--- config.mk ---
export PLATFORM = sky130hd
export DESIGN_NAME = irq_request_ctrl
export DESIGN_NICKNAME = d
export VERILOG_FILES = /design/src/irq_ctrl_pkg.sv /design/src/pin_edge_sense.sv /design/src/irq_request_ctrl.sv
export SDC_FILE = /design/constraint.sdc
export NUM_CORES = 1
export LEC_CHECK = 0
export BUFFER_PORTS_ARGS = -buffer_cell sky130_fd_sc_hd__clkbuf_2
export CAP_MARGIN = 40
export CORE_UTILIZATION = 42
export CTS_CLUSTER_SIZE = 20
export DETAILED_ROUTE_END_ITERATION = 16
export GPL_ROUTABILITY_DRIVEN = 0
export GPL_TIMING_DRIVEN = 1
export PLACE_DENSITY = 0.65
export SYNTH_ARGS = -nofsm -noshare
export SYNTH_HDL_FRONTEND = slang
export SYNTH_SLANG_ARGS = --single-unit
--- constraint.sdc ---
create_clock -name i_ref_clk -period 1.44 [get_ports i_ref_clk]
set_input_delay 0.144 -clock i_ref_clk [delete_from_list [all_inputs] [get_ports i_ref_clk]]
set_output_delay 0.144 -clock i_ref_clk [all_outputs]
set_load 0.05 [all_outputs]
--- src/irq_ctrl_pkg.sv ---
// constants and carrier types for the interrupt request control block
// Notes on behaviour
// - a pending enabled request suspends the main program so its source can be serviced.
// - requests come from the external pins, the pin-change input and the internal sources.
// - hardware sets each request flag on its condition; enables change only by software writes.
// - every source has one enable bit and one request flag of its own.
// - registers are primary control, grouped control and one edge-select register.
// - all registers are reached by plain data reads and writes.
// - primary register a holds comparator-a/ext-b/ext-a flags, their enables and global enable; bit 7 unused.
// - primary register c holds group-d, timebase-b, timebase-a, group-c flags, then their enables.
// - edge field of ext pin a: 00 off, 01 rising, 10 falling, 11 both.
// - bits 3 to 2 of the edge-select register pick the edge of ext pin b with the same code.
// - edge-select bits 7 to 4 read zero and the edge fields reset to zero.
package irq_ctrl_pkg;
    localparam int ADDR_W = 3;
    localparam int DATA_W = 8;
    localparam int REG_COUNT = 8;
    // register indices in the data memory window
    localparam logic [2:0] IDX_EDGE = 3'h0;
    localparam logic [2:0] IDX_PRI_A = 3'h1;
    localparam logic [2:0] IDX_PRI_B = 3'h2;
    localparam logic [2:0] IDX_PRI_C = 3'h3;
    localparam logic [2:0] IDX_GRP_A = 3'h4;
    localparam logic [2:0] IDX_GRP_B = 3'h5;
    localparam logic [2:0] IDX_GRP_C = 3'h6;
    localparam logic [2:0] IDX_GRP_D = 3'h7;
    localparam logic [7:0] RESET_VALUE = 8'h00;
    // implemented bits per register
    localparam logic [7:0] MASK_EDGE = 8'h0f;
    localparam logic [7:0] MASK_PRI_A = 8'h7f;
    localparam logic [7:0] MASK_PRI_B = 8'h77;
    localparam logic [7:0] MASK_PRI_C = 8'hff;
    localparam logic [7:0] MASK_GRP_A = 8'hff;
    localparam logic [7:0] MASK_GRP_B = 8'h77;
    localparam logic [7:0] MASK_GRP_C = 8'hff;
    localparam logic [7:0] MASK_GRP_D = 8'h33;
    // field positions
    localparam int BIT_GLOBAL_EN = 0;
    localparam int BIT_EXT_A_F = 4;
    localparam int BIT_EXT_B_F = 5;
    localparam int BIT_CMP_A_F = 6;
    localparam int BIT_CMP_B_F = 4;
    localparam int BIT_GRP_A_F = 5;
    localparam int BIT_GRP_B_F = 6;
    localparam int BIT_GRP_C_F = 4;
    localparam int BIT_TB_A_F = 5;
    localparam int BIT_TB_B_F = 6;
    localparam int BIT_GRP_D_F = 7;
    localparam int EDGE_A_LSB = 0;
    localparam int EDGE_B_LSB = 2;
    // edge field codes
    localparam logic [1:0] EDGE_OFF = 2'h0;
    localparam logic [1:0] EDGE_RISE = 2'h1;
    localparam logic [1:0] EDGE_FALL = 2'h2;
    localparam logic [1:0] EDGE_BOTH = 2'h3;

    // internal request pulses, one clock each
    typedef struct packed {
        logic cmp_a;
        logic cmp_b;
        logic tb_a;
        logic tb_b;
        logic tm0_p;
        logic tm0_a;
        logic tm1_p;
        logic tm1_a;
        logic tm1_b;
        logic tm2_p;
        logic tm2_a;
        logic tm3_p;
        logic tm3_a;
        logic eeprom;
        logic low_voltage_detector;
        logic sim;
    } irq_src_s;

    // data memory access
    typedef struct packed {
        logic wr;
        logic rd;
        logic [ADDR_W-1:0] addr;
        logic [DATA_W-1:0] wdata;
    } sfr_req_s;
endpackage

--- src/pin_edge_sense.sv ---
// synchroniser and edge qualifier for external request pins
`timescale 1ns/100ps
`default_nettype none
module pin_edge_sense
    import irq_ctrl_pkg::*;
#(
    parameter int N = 3
) (
    input wire logic i_ref_clk, // system clock
    input wire logic i_srst, // sync reset, high
    input wire logic [N-1:0] i_pins, // raw pins
    input wire logic [N-1:0][1:0] i_modes, // edge code per pin
    output logic [N-1:0] o_hit // one-cycle edge pulse
);
    // refused at elaboration, the pin vector would be empty
    if (N < 1) begin : g_bad_pins
        $error("pin_edge_sense needs at least one pin");
    end

    typedef struct packed {
        logic [N-1:0] meta;
        logic [N-1:0] sync;
        logic [N-1:0] prev;
        logic [N-1:0] hit;
    } edge_state_s;

    edge_state_s s_q, s_d;

    // meta is read only by sync; edges are judged on sync against prev
    always_comb begin
        s_d = s_q;
        s_d.meta = i_pins;
        s_d.sync = s_q.meta;
        s_d.prev = s_q.sync;
        for (int k = 0; k < N; k++) begin
            case (i_modes[k])
                EDGE_RISE: s_d.hit[k] = s_q.sync[k] & ~s_q.prev[k];
                EDGE_FALL: s_d.hit[k] = ~s_q.sync[k] & s_q.prev[k];
                EDGE_BOTH: s_d.hit[k] = s_q.sync[k] ^ s_q.prev[k];
                default: s_d.hit[k] = 1'b0;
            endcase
        end
    end

    always_ff @(posedge i_ref_clk) begin
        if (i_srst) begin
            s_q <= '0;
        end else begin
            s_q <= s_d;
        end
    end

    assign o_hit = s_q.hit;
endmodule
`default_nettype wire

--- src/irq_request_ctrl.sv ---
// interrupt request flags, enables, grouping and suspend request
`timescale 1ns/100ps
`default_nettype none
module irq_request_ctrl
    import irq_ctrl_pkg::*;
#(
    parameter int EXT_PINS = 2
) (
    input wire logic i_ref_clk, // system clock, 100 MHz
    input wire logic i_srst, // sync reset, high
    input wire sfr_req_s i_sfr, // data memory access
    output logic [DATA_W-1:0] o_sfr_rdata, // read data, registered
    output logic o_sfr_rvalid, // read data valid pulse
    input wire logic [EXT_PINS-1:0] i_external_request_pins, // async pins
    input wire logic i_pin_change_request_input, // async, rising edge requests
    input wire irq_src_s i_src, // internal request pulses
    output logic o_irq_suspend // suspend main program, level
);
    // refused at elaboration, the edge-select register only has two fields
    if (EXT_PINS != 2) begin : g_bad_ext_pins
        $error("only two external pins have edge fields");
    end

    typedef logic [REG_COUNT-1:0][DATA_W-1:0] reg_file_t;

    typedef struct packed {
        reg_file_t regs;
        logic [DATA_W-1:0] rdata;
        logic rvalid;
        logic suspend;
    } ctrl_state_s;

    ctrl_state_s s_q, s_d;
    logic [EXT_PINS:0] pin_hit;
    logic [EXT_PINS:0][1:0] pin_mode;
    reg_file_t set_v;
    logic grp_a_any, grp_b_any, grp_c_any, grp_d_any;
    logic pri_a_any, pri_b_any, pri_c_any;

    // implemented bits; unimplemented ones store and read as zero
    function automatic logic [7:0] reg_mask(input logic [2:0] idx);
        case (idx)
            IDX_EDGE: reg_mask = MASK_EDGE;
            IDX_PRI_A: reg_mask = MASK_PRI_A;
            IDX_PRI_B: reg_mask = MASK_PRI_B;
            IDX_PRI_C: reg_mask = MASK_PRI_C;
            IDX_GRP_A: reg_mask = MASK_GRP_A;
            IDX_GRP_B: reg_mask = MASK_GRP_B;
            IDX_GRP_C: reg_mask = MASK_GRP_C;
            default: reg_mask = MASK_GRP_D;
        endcase
    endfunction

    // any flag whose paired enable is also set
    function automatic logic pair_hit(input logic [3:0] flags, input logic [3:0] ens);
        pair_hit = |(flags & ens);
    endfunction

    // ext pins a, b and the pin-change input share one synchroniser
    assign pin_mode[0] = s_q.regs[IDX_EDGE][EDGE_A_LSB +: 2];
    assign pin_mode[1] = s_q.regs[IDX_EDGE][EDGE_B_LSB +: 2];
    assign pin_mode[2] = EDGE_RISE;

    pin_edge_sense #(
        .N(EXT_PINS + 1)
    ) u_pins (
        .i_ref_clk(i_ref_clk),
        .i_srst(i_srst),
        .i_pins({i_pin_change_request_input, i_external_request_pins}),
        .i_modes(pin_mode),
        .o_hit(pin_hit)
    );

    // grouped flags follow the enabled members of each grouped register
    assign grp_a_any = pair_hit(s_q.regs[IDX_GRP_A][7:4], s_q.regs[IDX_GRP_A][3:0]);
    assign grp_b_any = pair_hit(s_q.regs[IDX_GRP_B][7:4], s_q.regs[IDX_GRP_B][3:0]);
    assign grp_c_any = pair_hit(s_q.regs[IDX_GRP_C][7:4], s_q.regs[IDX_GRP_C][3:0]);
    assign grp_d_any = pair_hit(s_q.regs[IDX_GRP_D][7:4], s_q.regs[IDX_GRP_D][3:0]);

    // primary a pairs flags 6:4 with enables 3:1, the others pair nibbles
    assign pri_a_any = pair_hit({1'b0, s_q.regs[IDX_PRI_A][6:4]}, {1'b0, s_q.regs[IDX_PRI_A][3:1]});
    assign pri_b_any = pair_hit(s_q.regs[IDX_PRI_B][7:4], s_q.regs[IDX_PRI_B][3:0]);
    assign pri_c_any = pair_hit(s_q.regs[IDX_PRI_C][7:4], s_q.regs[IDX_PRI_C][3:0]);

    // hardware set vector, one bit per request flag
    always_comb begin
        set_v = '0;
        set_v[IDX_PRI_A][BIT_EXT_A_F] = pin_hit[0];
        set_v[IDX_PRI_A][BIT_EXT_B_F] = pin_hit[1];
        set_v[IDX_PRI_A][BIT_CMP_A_F] = i_src.cmp_a;
        set_v[IDX_PRI_B][BIT_CMP_B_F] = i_src.cmp_b;
        set_v[IDX_PRI_B][BIT_GRP_A_F] = grp_a_any;
        set_v[IDX_PRI_B][BIT_GRP_B_F] = grp_b_any;
        set_v[IDX_PRI_C][BIT_GRP_C_F] = grp_c_any;
        set_v[IDX_PRI_C][BIT_TB_A_F] = i_src.tb_a;
        set_v[IDX_PRI_C][BIT_TB_B_F] = i_src.tb_b;
        set_v[IDX_PRI_C][BIT_GRP_D_F] = grp_d_any;
        set_v[IDX_GRP_A][7:4] = {i_src.tm2_a, i_src.tm2_p, i_src.tm0_a, i_src.tm0_p};
        set_v[IDX_GRP_B][7:4] = {1'b0, i_src.tm1_b, i_src.tm1_a, i_src.tm1_p};
        set_v[IDX_GRP_C][7:4] = {i_src.eeprom, i_src.low_voltage_detector, pin_hit[2], i_src.sim};
        set_v[IDX_GRP_D][7:4] = {2'b00, i_src.tm3_a, i_src.tm3_p};
    end

    // next state: write first, then hardware sets on top so a set wins a clear
    always_comb begin
        s_d = s_q;
        if (i_sfr.wr) begin
            s_d.regs[i_sfr.addr] = i_sfr.wdata & reg_mask(i_sfr.addr);
        end
        for (int r = 0; r < REG_COUNT; r++) begin
            s_d.regs[r] = s_d.regs[r] | (set_v[r] & reg_mask(3'(r)));
        end
        s_d.rvalid = i_sfr.rd;
        s_d.rdata = i_sfr.rd ? s_q.regs[i_sfr.addr] : s_q.rdata;
        // global enable gates all three primary groups
        s_d.suspend = s_q.regs[IDX_PRI_A][BIT_GLOBAL_EN]
            & (pri_a_any | pri_b_any | pri_c_any);
    end

    // every register, including the edge fields, clears on reset
    always_ff @(posedge i_ref_clk) begin
        if (i_srst) begin
            s_q.regs <= {REG_COUNT{RESET_VALUE}};
            s_q.rdata <= RESET_VALUE;
            s_q.rvalid <= 1'b0;
            s_q.suspend <= 1'b0;
        end else begin
            s_q <= s_d;
        end
    end

    assign o_sfr_rdata = s_q.rdata;
    assign o_sfr_rvalid = s_q.rvalid;
    assign o_irq_suspend = s_q.suspend;

    logic glob_en;
    assign glob_en = s_q.regs[IDX_PRI_A][BIT_GLOBAL_EN];
endmodule
`default_nettype wire

### After elaboration in Yosys (flattened, before gate mapping)

Index checks and enable logic that the tools add are counted.
W data, S select, Z words.

* $add $sub $neg: 0
* $mul: 0
* div/mod/pow operators: 0
* magnitude comparators: 2
* equality and inequality tests: 12
* shift operators: 0
* multiplexer cells: 10
* bitwise gates (word level): 30
* reduce and logical (&&, ||, !) cells: 11

Operators by type and width (count)
* $bwmux W64: 1
* $mux W64: 1
* $pmux W8 S4: 1
* $reduce_or A4 Y1: 7
* $and A4 B4 Y4: 6
* $bmux W8 S3: 1
* $demux W8 S3: 1
* $mux W8: 3
* $or A8 B7 Y8: 3
* $or A8 B8 Y8: 3
* $eq A3 B3 Y1 const B: 3
* $and A8 B8 Y8: 1
* $eq A2 B2 Y1 const B: 4
* $or A8 B6 Y8: 1
* $and A1 B1 Y1: 6
* $eq A3 B2 Y1 const B: 2
* $pmux W1 S3: 2
* $not A1 Y1: 5
* $eq A2 B1 Y1 const B: 2
* $lt A3 B4 Y1 const B: 1
* $and A3 B3 Y3: 1
* $eq A3 B1 Y1 const B: 1
* $ge A3 B1 Y1 const B: 1
* $logic_not A3 Y1: 1
* 5 further kinds: 7

* register bits: 86
* latch bits: 0
* RAM bits: 0
* memory bits (read-only): 0
* input port bits: 34
* memories: 0

### Depth between registers and ports, before layout

Gate-level depths: netlist of run 1.

* depth after elaboration: 8
* gate-level depth with buffers: 7
* depth with buffers taken out: 6

### Hierarchy

Synthesis of run 1 repeated with hierarchy kept, for this count alone.

* cells, all modules: 447
* area total of the unflattened synthesis: 4051.4 sq um

Modules (own cells, without submodules)
* irq_request_ctrl: instances 1, cells each 398, area an instance 3517.1 sq um, sequential area each 1481.4 sq um
* pin_edge_sense: instances 1, cells each 49, area an instance 534.3 sq um, sequential area each 240.2 sq um

### Worst setup path before layout of run 1

No wires, ideal clock.

* path kind: input-to-reg
* start: input port i_sfr[8] (netlist bit)
* end: register s_q (netlist bit o_sfr_rdata[0])
* library setup time: 0.132 ns
* arrival time: 1.170 ns
* data required time: 1.308 ns
* path slack: 0.138 ns
* stages on the path: 6
* buffers on the path: 2
* cell sequence: buf_6 buf_8 mux2_4 a221oi_1 o221a_1 nor3_1

* cells in the longest elaborated chain, start to end: 2

RTL lines
* start, declared: line irq_request_ctrl.sv:11 `input wire sfr_req_s i_sfr,`
* $bmux W8 S3: line irq_request_ctrl.sv:114 `s_d.rdata = i_sfr.rd ? s_q.regs[i_sfr.addr] : s_q.rdata;`
* $mux W8 (implied by the code): line irq_request_ctrl.sv:114
* end, declared: line irq_request_ctrl.sv:33 `ctrl_state_s s_q, s_d;`

No other way between the ends. The select of a mux whose other input is x is not followed.
A chain may end at the register's enable or synchronous reset.

==> Implementation_results.wiki, run 1 <==
{| class="wikitable"
! Metric !! Value
|-
| Run status || complete, but fails checks
|-
| Failing checks || DRC
|-
| Global routing met3 resource utilization || between 4 and 5%
|-
| Top library cells by usage in the layout, fill and taps aside || sky130_fd_sc_hd__dfxtp_1 (86), sky130_fd_sc_hd__nand2_1 (52), sky130_fd_sc_hd__clkbuf_2 (43)
|-
| Number of synthesized flops with an enable pin || 0
|-
| Dominant synthesized flop cell || sky130_fd_sc_hd__dfxtp_1
|-
| Worst slack, placed || -0.0536 ns
|-
| Post-Syn Instances || 425
|-
| Total count of hold-check failures in the final report || 0
|-
| Area of the core region || 0.00885 mm²
|-
| Top-level port count || 44
|-
| Hold Path Class || in2reg
|-
| Number of global-route vias before repair || 3083
|-
| Sum of routed wire length over all layers || 10200 µm
|-
| #FFs+latches synth || 86
|-
| Flop pwr share || 48.9%
|-
| Proportion of register bits with asynchronous set or reset after synthesis || 0%
|-
| DPL Wire Length || 7580 µm
|-
| Buffers from clock root to sink, at most || 2
|-
| Max Fclk || 0.768 GHz
|-
| Cell area after synthesis || 0.00390 mm²
|-
| Capturing element of the worst setup path || o_sfr_rdata[0]$_SDFFE_PP0P_
|-
| Worst slew pin tran || 0.438 ns
|-
| Max-slew headroom at the worst pin || between 70% and 80%
|-
| Nature of the critical path startpoint || flip-flop
|-
| Fraction of layout instances using a drive strength above 1 || a little under a quarter
|-
| Final Worst Setup Slack || 0.137 ns
|-
| CTS H-Tree Depth || 3
|-
| Gate power share || 11.9%
|-
| Row cnt || 34
|-
| RSZ-0062 raised after global routing || false
|-
| Part of the power in the clock network || about two fifths
|-
| Final max-slew violation count || 0
|-
| Global-route wire length before repair || 16400 µm
|-
| Type of the setup path with the least slack || reg2reg
|-
| Count of routing violations after the opening detailed-route iteration || 239
|-
| Sink Count || 86
|-
| Power density normalized to cell area || 1100 mW/mm²
|-
| Clock insertion delay at the later pin of the skew report || 0.35 ns
|-
| Remaining antenna violation count || 0
|-
| Switching Fraction || about 25%
|-
| Leakage Power || 0.00198 µW
|-
| Maximum single-stage delay on the critical path || 0.35 ns
|-
| Largest fanout on the critical path || 3
|-
| Number of buffers inserted to repair setup after CTS || 0
|-
| Final-stage net count || 522
|-
| # diodes || 0
|-
| Switching power summed over all nets || 1290 µW
|-
| Count of maximum capacitance violations || 0
|-
| Cell-by-cell listing of the critical path || mux2_4, a221oi_1, o221a_1, nor3_1
|-
| Post-Syn Area per Cell || 9.19 µm²
|-
| Die Height || roughly 98 µm
|-
| Root Driver || sky130_fd_sc_hd__clkbuf_8
|-
| Routing usage on met2 || 33.5%
|-
| Worst path arrival time || around 1.6 ns
|-
| Number of antenna violations at the first check in global routing || 0
|-
| Standard cell with the maximum stage delay on the critical path || sky130_fd_sc_hd__dfxtp_1
|-
| Highest ir drop seen on vdd || 0.500 mV
|-
| Met1 Resource Use GR || a little under a third
|-
| RR Endpoint || o_sfr_rdata[0]$_SDFFE_PP0P_
|-
| Worst path required time || 1.70 ns
|-
| Cell-internal power || around 3900 µW
|-
| Ys Warns || 0
|-
| Most frequent standard cell in the layout excluding fill and tap cells || sky130_fd_sc_hd__dfxtp_1
|-
| Total via count in the routed design || 3289
|-
| Global-route layer with the greatest usage || met2
|-
| Die area || 0.00968 mm²
|-
| Remaining DRCs || 3
|-
| WL per Instance || approximately 17 µm
|-
| Area added between synthesis and finish || 20.2%
|-
| Reg2Reg Setup Slack || 0.14 ns
|-
| Via density per instance || 5.51
|-
| Sequential cell area fraction in the yosys report || 44.1%
|-
| Length of the first detailed-routing pass in iterations || 11
|-
| Portion of the clock cycle consumed by the worst path in the final layout || 90.5%
|-
| Final count of negative-setup-slack endpoints || 0
|-
| Total grt overflow || 0
|-
| Buffers on Ports || 43
|-
| Post-layout minimum cycle time || 1.30 ns
|-
| Initial core utilization || 44.1%
|-
| Die Width || 98.4 µm
|-
| Pin count of the biggest net entering global routing || 27
|-
| Worst clock skew on the final layout || 0.0134 ns
|-
| Clock slew at the register clock pins of the worst setup and hold paths || 0.09 ns
|-
| Critical Path Sink Type || flip-flop
|-
| R2r worst-path depth || 4
|-
| Total nets after synthesis || 463
|-
| CTS Buf Count || 9
|-
| CTS tree || built
|-
| Count of different cell masters after synthesis || 44
|-
| Minimum hold slack || 0.00909 ns
|-
| Combined global-route utilization of all metal layers || 21.9%
|}
timing repair:
action	4_1_cts	5_1_grt
gates resized for setup	0	1
hold endpoints to repair	7	0
hold buffers	7	0
setup endpoints to repair	0	1
power groups by stage:
stage	registers [µW]	clock network, µW	logic [µW]
global route	2540	2170	666
detailed placement	2580	0	593
global placement	2580	0	583
CTS	2530	2070	611
finish	2530	2030	616
floorplan	2560	0	405
final cells by class:
type,instances,area [µm²]
Fill cell,841,4160
Multi-Input combinational cell,278,1860
Sequential cell,86,1720
Timing Repair Buffer,83,633
Tap cell,108,135
Clock buffer,9,124
Clock inverter,7,121
Inverter,26,97.6
through the flow:
stage / total power (µW) / TNS, ns / area, µm² / utilization, % / cells
floorplan: 2970 / 0 / 3900 / - / 425
global placement: 3170 / -0.00438 / 4370 / 49.4 / 574
detailed placement: 3180 / -0.213 / 4370 / 49.4 / 574
CTS: 5200 / 0 / 4690 / 53.0 / 597
global route: 5380 / 0 / 4690 / 53.0 / 597
finish: 5180 / 0 / 4690 / 53.0 / 597
routing by layer:
metal	share of wire, %	wire length (µm)
met3	7.4	759
met5	0	0
met1	46	4710
met4	2.3	231
met2	44	4530
worst min-delay path by stage:
stage               slack (ns)  cells after the start                        to                       start
floorplan                 0.26                      2        s_q[39]$_SDFF_PP0_                   i_src[13]
global placement          0.35                      2  u_pins.s_d[6]$_SDFF_PP0_  i_external_request_pins[0]
detailed placement        0.36                      2  u_pins.s_d[6]$_SDFF_PP0_  i_external_request_pins[0]
CTS                      0.003                      2  u_pins.s_d[8]$_SDFF_PP0_  i_pin_change_request_input
global route             0.003                      2  u_pins.s_d[8]$_SDFF_PP0_  i_pin_change_request_input
finish                   0.009                      2  u_pins.s_d[8]$_SDFF_PP0_  i_pin_change_request_input
cells by family (layout without fill, tap and decap cells):
logic type | after synthesis | in the layout | synth area share, %
and+or+nand+nor | 144 | 144 | 18.1
AOI/OAI and AO/OA | 86 | 86 | 16.1
DFF | 86 | 86 | 44.1
buffers and inverters | 61 | 125 | 8.40
muxes | 44 | 44 | 12.1
adders and majority gates | 4 | 4 | 1.28
critical path: cells and delay by family, from the launching register on:
kind             cells  cell delay, ns
AND/OR/NAND/NOR      1            0.05
AO/OA/AOI/OAI        2            0.54
multiplexers         1            0.28
flip-flops           1            0.35
synthesized netlist by cell type, types with 2 or more instances:
library cell / count / area share, %
sky130_fd_sc_hd__dfxtp_1: 86 / 44
sky130_fd_sc_hd__nand2_1: 52 / 5.0
sky130_fd_sc_hd__nor2_1: 38 / 3.7
sky130_fd_sc_hd__mux2i_1: 32 / 8.2
sky130_fd_sc_hd__inv_1: 26 / 2.5
sky130_fd_sc_hd__a21oi_1: 21 / 2.7
sky130_fd_sc_hd__a22oi_1: 16 / 3.1
sky130_fd_sc_hd__nor2b_1: 15 / 2.4
sky130_fd_sc_hd__a31oi_1: 14 / 2.2
sky130_fd_sc_hd__clkbuf_1: 14 / 1.3
sky130_fd_sc_hd__and2_1: 10 / 1.6
sky130_fd_sc_hd__a221oi_1: 9 / 2.0
sky130_fd_sc_hd__buf_4: 9 / 1.7
sky130_fd_sc_hd__mux2_2: 8 / 2.3
sky130_fd_sc_hd__a211oi_1: 6 / 1.2
sky130_fd_sc_hd__nor3_1: 6 / 0.77
sky130_fd_sc_hd__buf_6: 5 / 1.4
sky130_fd_sc_hd__nor3b_1: 5 / 0.96
sky130_fd_sc_hd__buf_2: 4 / 0.51
sky130_fd_sc_hd__ha_1: 4 / 1.3
sky130_fd_sc_hd__mux2_4: 4 / 1.5
sky130_fd_sc_hd__o221a_1: 4 / 1.2
sky130_fd_sc_hd__a221o_1: 3 / 0.77
sky130_fd_sc_hd__nand3_1: 3 / 0.38
sky130_fd_sc_hd__nor2_2: 3 / 0.48
sky130_fd_sc_hd__o221ai_1: 3 / 0.67
sky130_fd_sc_hd__a22o_1: 2 / 0.45
sky130_fd_sc_hd__and3_1: 2 / 0.32
sky130_fd_sc_hd__buf_8: 2 / 0.77
sky130_fd_sc_hd__nand2b_1: 2 / 0.32
sky130_fd_sc_hd__nand4b_1: 2 / 0.45
sky130_fd_sc_hd__nor3_4: 2 / 0.83
sky130_fd_sc_hd__o21ai_0: 2 / 0.26
(Power assumes the default switching activity.)
==> run 2: changes to the inputs <==
--- a/config.mk
+++ b/config.mk
@@ -15,4 +15,5 @@
 export PLACE_DENSITY = 0.65
 export SYNTH_ARGS = -nofsm -noshare
 export SYNTH_HDL_FRONTEND = slang
+export SYNTH_HIERARCHICAL = 1
 export SYNTH_SLANG_ARGS = --single-unit
==> constraint.sdc (replaced) <==
create_clock -name i_ref_clk -period 1.33 [get_ports i_ref_clk]
set_input_delay 0.133 -clock i_ref_clk [delete_from_list [all_inputs] [get_ports i_ref_clk]]
set_output_delay 0.133 -clock i_ref_clk [all_outputs]
set_load 0.05 [all_outputs]
==> run 2 against run 1 <==
Effect of this change:
- the run ends with hold timing, setup timing left
- wire length grew 7.2%
- synthesized area grew 3.8%
- clock power shrank 7%
- register-to-register slack lost 0.14 ns
- flip-flop and latch count is the same
- via count grew 6.3%
- critical path type unchanged
- critical path depth is the same
- setup slack lost 0.14 ns
==> Implementation_results.wiki, run 2 <==
{| class="wikitable"
! Metric !! Value
|-
| Reg2Reg Setup Slack || -0.006 ns (-0.14 ns)
|-
| Total grt overflow || 0 (unchanged)
|-
| Area share of the largest cell type after synthesis || 42.5% (-1.6 points)
|-
| CTS Buf Count || 9 (unchanged)
|-
| Post-Syn Area per Cell || 9.06 µm² (-1.3%)
|-
| Most frequent standard cell in the layout excluding fill and tap cells || sky130_fd_sc_hd__dfxtp_1
|-
| Die area || 0.0100 mm² (+3.7%)
|-
| Top library cells by usage in the layout, fill and taps aside || sky130_fd_sc_hd__dfxtp_1 (84), sky130_fd_sc_hd__nand2_1 (57), sky130_fd_sc_hd__clkbuf_2 (43)
|-
| Max-slew headroom at the worst pin || 61.5% (-9.3 points)
|-
| Failing checks || hold timing, setup timing
|-
| Met1 wire length || 5010 µm (+6.3%)
|-
| Type of the setup path with the least slack || reg2reg
|-
| DPL Wire Length || 8110 µm (+7.0%)
|-
| Cell area after synthesis || 0.00405 mm² (+3.8%)
|-
| Sink Count || 86 (unchanged)
|-
| Post-layout minimum cycle time || 1.34 ns (+0.0329 ns)
|-
| Proportion of register bits with asynchronous set or reset after synthesis || 0% (unchanged)
|-
| Die Height || 100 µm (+1.8%)
|-
| Clock insertion delay at the later pin of the skew report || 0.36 ns (about the same)
|-
| Cell-by-cell listing of the critical path || mux2i_1, o21ai_1, a222oi_1, a211oi_1
|-
| Power consumption || 5360 µW (+3.5%)
|-
| Via density per instance || 5.37 (-2.5%)
|-
| Buffers on Ports || 43 (unchanged)
|-
| Final max-slew violation count || 0 (unchanged)
|-
| Count of routing violations after the opening detailed-route iteration || 305 (+28%)
|-
| Final count of negative-setup-slack endpoints || 1 (+1)
|-
| Count of different cell masters after synthesis || 50 (+14%)
|-
| Final Worst Setup Slack || -0.00561 ns (-0.143 ns)
|-
| Minimum hold slack || -0.00774 ns (-0.0168 ns)
|-
| Footprint of the multi-input gates || 0.00201 mm² (+8.1%)
|-
| Total via count in the routed design || 3496 (+6.3%)
|-
| Uppermost metal layer occupied by signal nets || met4
|-
| WL met3 || 775 µm (+2.1%)
|-
| Worst path arrival time || 1.57 ns (about the same)
|-
| Standard cell with the maximum stage delay on the critical path || sky130_fd_sc_hd__a222oi_1
|-
| Sequential cell area fraction in the yosys report || 42.5% (-1.6 points)
|-
| Max Fclk || 0.749 GHz (-2.5%)
|-
| Row cnt || 35 (+2.9%)
|-
| RSZ-0062 raised after global routing || true
|-
| Top-level port count || 44 (unchanged)
|-
| Leading cell type by number of instances after synthesis || sky130_fd_sc_hd__dfxtp_1
|-
| WL per Instance || 16.9 µm (-1.7%)
|-
| Worst clock skew on the final layout || 0.00537 ns (-0.00799 ns)
|-
| Remaining antenna violation count || 0 (unchanged)
|-
| Number of buffers inserted to repair setup after CTS || 0 (unchanged)
|-
| #FFs+latches synth || 86 (unchanged)
|-
| Clock slew at the register clock pins of the worst setup and hold paths || 0.09 ns (about the same)
|-
| Portion of the clock cycle consumed by the worst path in the final layout || 100% (+10 points)
|-
| Number of synthesized flops with an enable pin || 0 (unchanged)
|-
| Post-Syn Instances || 447 (+5.2%)
|-
| # diodes || 0 (unchanged)
|-
| Run status || complete, but fails checks
|-
| Worst slack, placed || -0.166 ns (-0.112 ns)
|-
| Dominant synthesized flop cell || sky130_fd_sc_hd__dfxtp_1
|-
| Global-route wire length before repair || 17700 µm (+8.2%)
|-
| Worst slew pin tran || 0.578 ns (+0.141 ns)
|-
| Largest fanout on the critical path || 3 (unchanged)
|-
| Leading post-synthesis cells by instance count || sky130_fd_sc_hd__dfxtp_1 (86), sky130_fd_sc_hd__nand2_1 (57), sky130_fd_sc_hd__a21oi_1 (42)
|-
| Number of antenna violations at the first check in global routing || 0 (unchanged)
|-
| Largest cells by area after synthesis || sky130_fd_sc_hd__dfxtp_1 (42%), sky130_fd_sc_hd__mux2i_1 (7.9%), sky130_fd_sc_hd__nand2_1 (5.3%)
|-
| Count of maximum capacitance violations || 0 (unchanged)
|-
| Filler instances || 885 (+5.2%)
|-
| Die Width || 100 µm (+1.8%)
|-
| Ys Warns || 6 (+6)
|-
| Power density normalized to cell area || 1100 mW/mm² (-0.55%)
|-
| Critical Path Sink Type || flip-flop
|-
| Maximum single-stage delay on the critical path || 0.49 ns (+0.14 ns)
|-
| Sum of routed wire length over all layers || 11000 µm (+7.2%)
|-
| Total count of hold-check failures in the final report || 1 (+1)
|-
| Initial core utilization || 43.6% (-0.48 points)
|-
| Sum of negative setup slack || -0.00561 ns (-0.00561 ns)
|-
| Worst path required time || 1.57 ns (-0.13 ns)
|-
| Length of the first detailed-routing pass in iterations || 5 (-6)
|-
| Area of the core region || 0.00928 mm² (+4.9%)
|-
| Area leader, netlist || sky130_fd_sc_hd__dfxtp_1
|-
| Number of global-route vias before repair || 3370 (+9.3%)
|-
| Highest ir drop seen on vdd || 0.679 mV (+36%)
|-
| Combined global-route utilization of all metal layers || 23.4% (+1.5 points)
|-
| Hold Path Class || in2reg
|-
| Final-stage net count || 557 (+6.7%)
|-
| Leakage Power || 0.00198 µW (-0.15%)
|-
| Root Driver || sky130_fd_sc_hd__clkbuf_8
|-
| Fraction of layout instances using a drive strength above 1 || 25.1% (+1.8 points)
|-
| Area added between synthesis and finish || 20.5%
|-
| Buffers from clock root to sink, at most || 2 (unchanged)
|-
| CTS H-Tree Depth || 3 (unchanged)
|-
| CTS tree || built
|-
| Routed wire length on met2 || 4770 µm (+5.1%)
|-
| Pin count of the biggest net entering global routing || 26 (-3.7%)
|-
| Nature of the critical path startpoint || flip-flop
|-
| Register Area || 0.00172 mm² (+0.15%)
|-
| Fraction of the core area covered by cells at the end of the flow || 52.6% (-0.45 points)
|-
| Remaining DRCs || 0 (-3)
|}
[run 2: logic make-up (layout without fill, tap and decap cells)]
family | Yosys count | after routing | share of synthesized area [%]
AO/OA/AOI/OAI | 105 | 105 | 17.5
adder cells (fa/ha/maj) | 6 | 6 | 1.85
buffers and inverters | 58 | 130 | 8.15
flip-flops | 86 | 86 | 42.5
multiplexers | 40 | 40 | 10.7
other | 2 | 5 | 0.185
AND/OR/NAND/NOR | 150 | 150 | 19.1
[run 2: final timing paths]
path,startpoint,end,cells after the start
setup / recovery,s_q[62]$_SDFF_PP0_,o_sfr_rdata[4]$_SDFFE_PP0P_,4
hold / removal,i_src[0],s_q[62]$_SDFF_PP0_,3
setup reg to reg,s_q[62]$_SDFF_PP0_,o_sfr_rdata[4]$_SDFFE_PP0P_,4
hold reg to reg,u_pins/o_hit[0]$_SDFF_PP0_,s_q[22]$_SDFF_PP0_,2
[run 2: what timing repair did]
action / CTS / global route
pin swaps: 1 / 0
resized for setup: 0 / 3
hold endpoints to repair: 9 / 0
hold buffers: 9 / 0
endpoints found under the setup margin: 1 / 1
[run 2: routing by layer]
layer | track usage, % | vias up
met5 | 0 | -
met4 | 10.9 | 0
met3 | 5.01 | 29
met2 | 36.2 | 146
met1 | 31.0 | 1640
li1 | - | 1681
[run 2: per-stage QoR]
stage,instance area [µm²],cells
after floorplan,4060,450
after global placement,4590,626
after detailed placement,4590,626
after CTS,4880,651
after global routing,4880,651
final,4880,651
[run 2: where the power goes]
part,leakage [µW],switching (µW),internal (µW),total (µW)
Combinational,0.00117,410,317,727
Clock,0.000102,963,913,1880
Sequential,0.000704,84.6,2670,2750
[run 2: final cells by class]
type / instances / share of cell area [%]
Multi-Input combinational cell: 306 / 41.2
Sequential cell: 86 / 35.3
Timing Repair Buffer: 95 / 14.7
Tap cell: 129 / 3.31
Clock buffer: 10 / 2.82
Inverter: 19 / 1.46
Clock inverter: 6 / 1.26
[run 2: worst max-delay path: cells and delay by family, from the launching register on]
kind | cells | cell delay [ns]
compound gates | 3 | 0.72
flops | 1 | 0.36
mux | 1 | 0.14
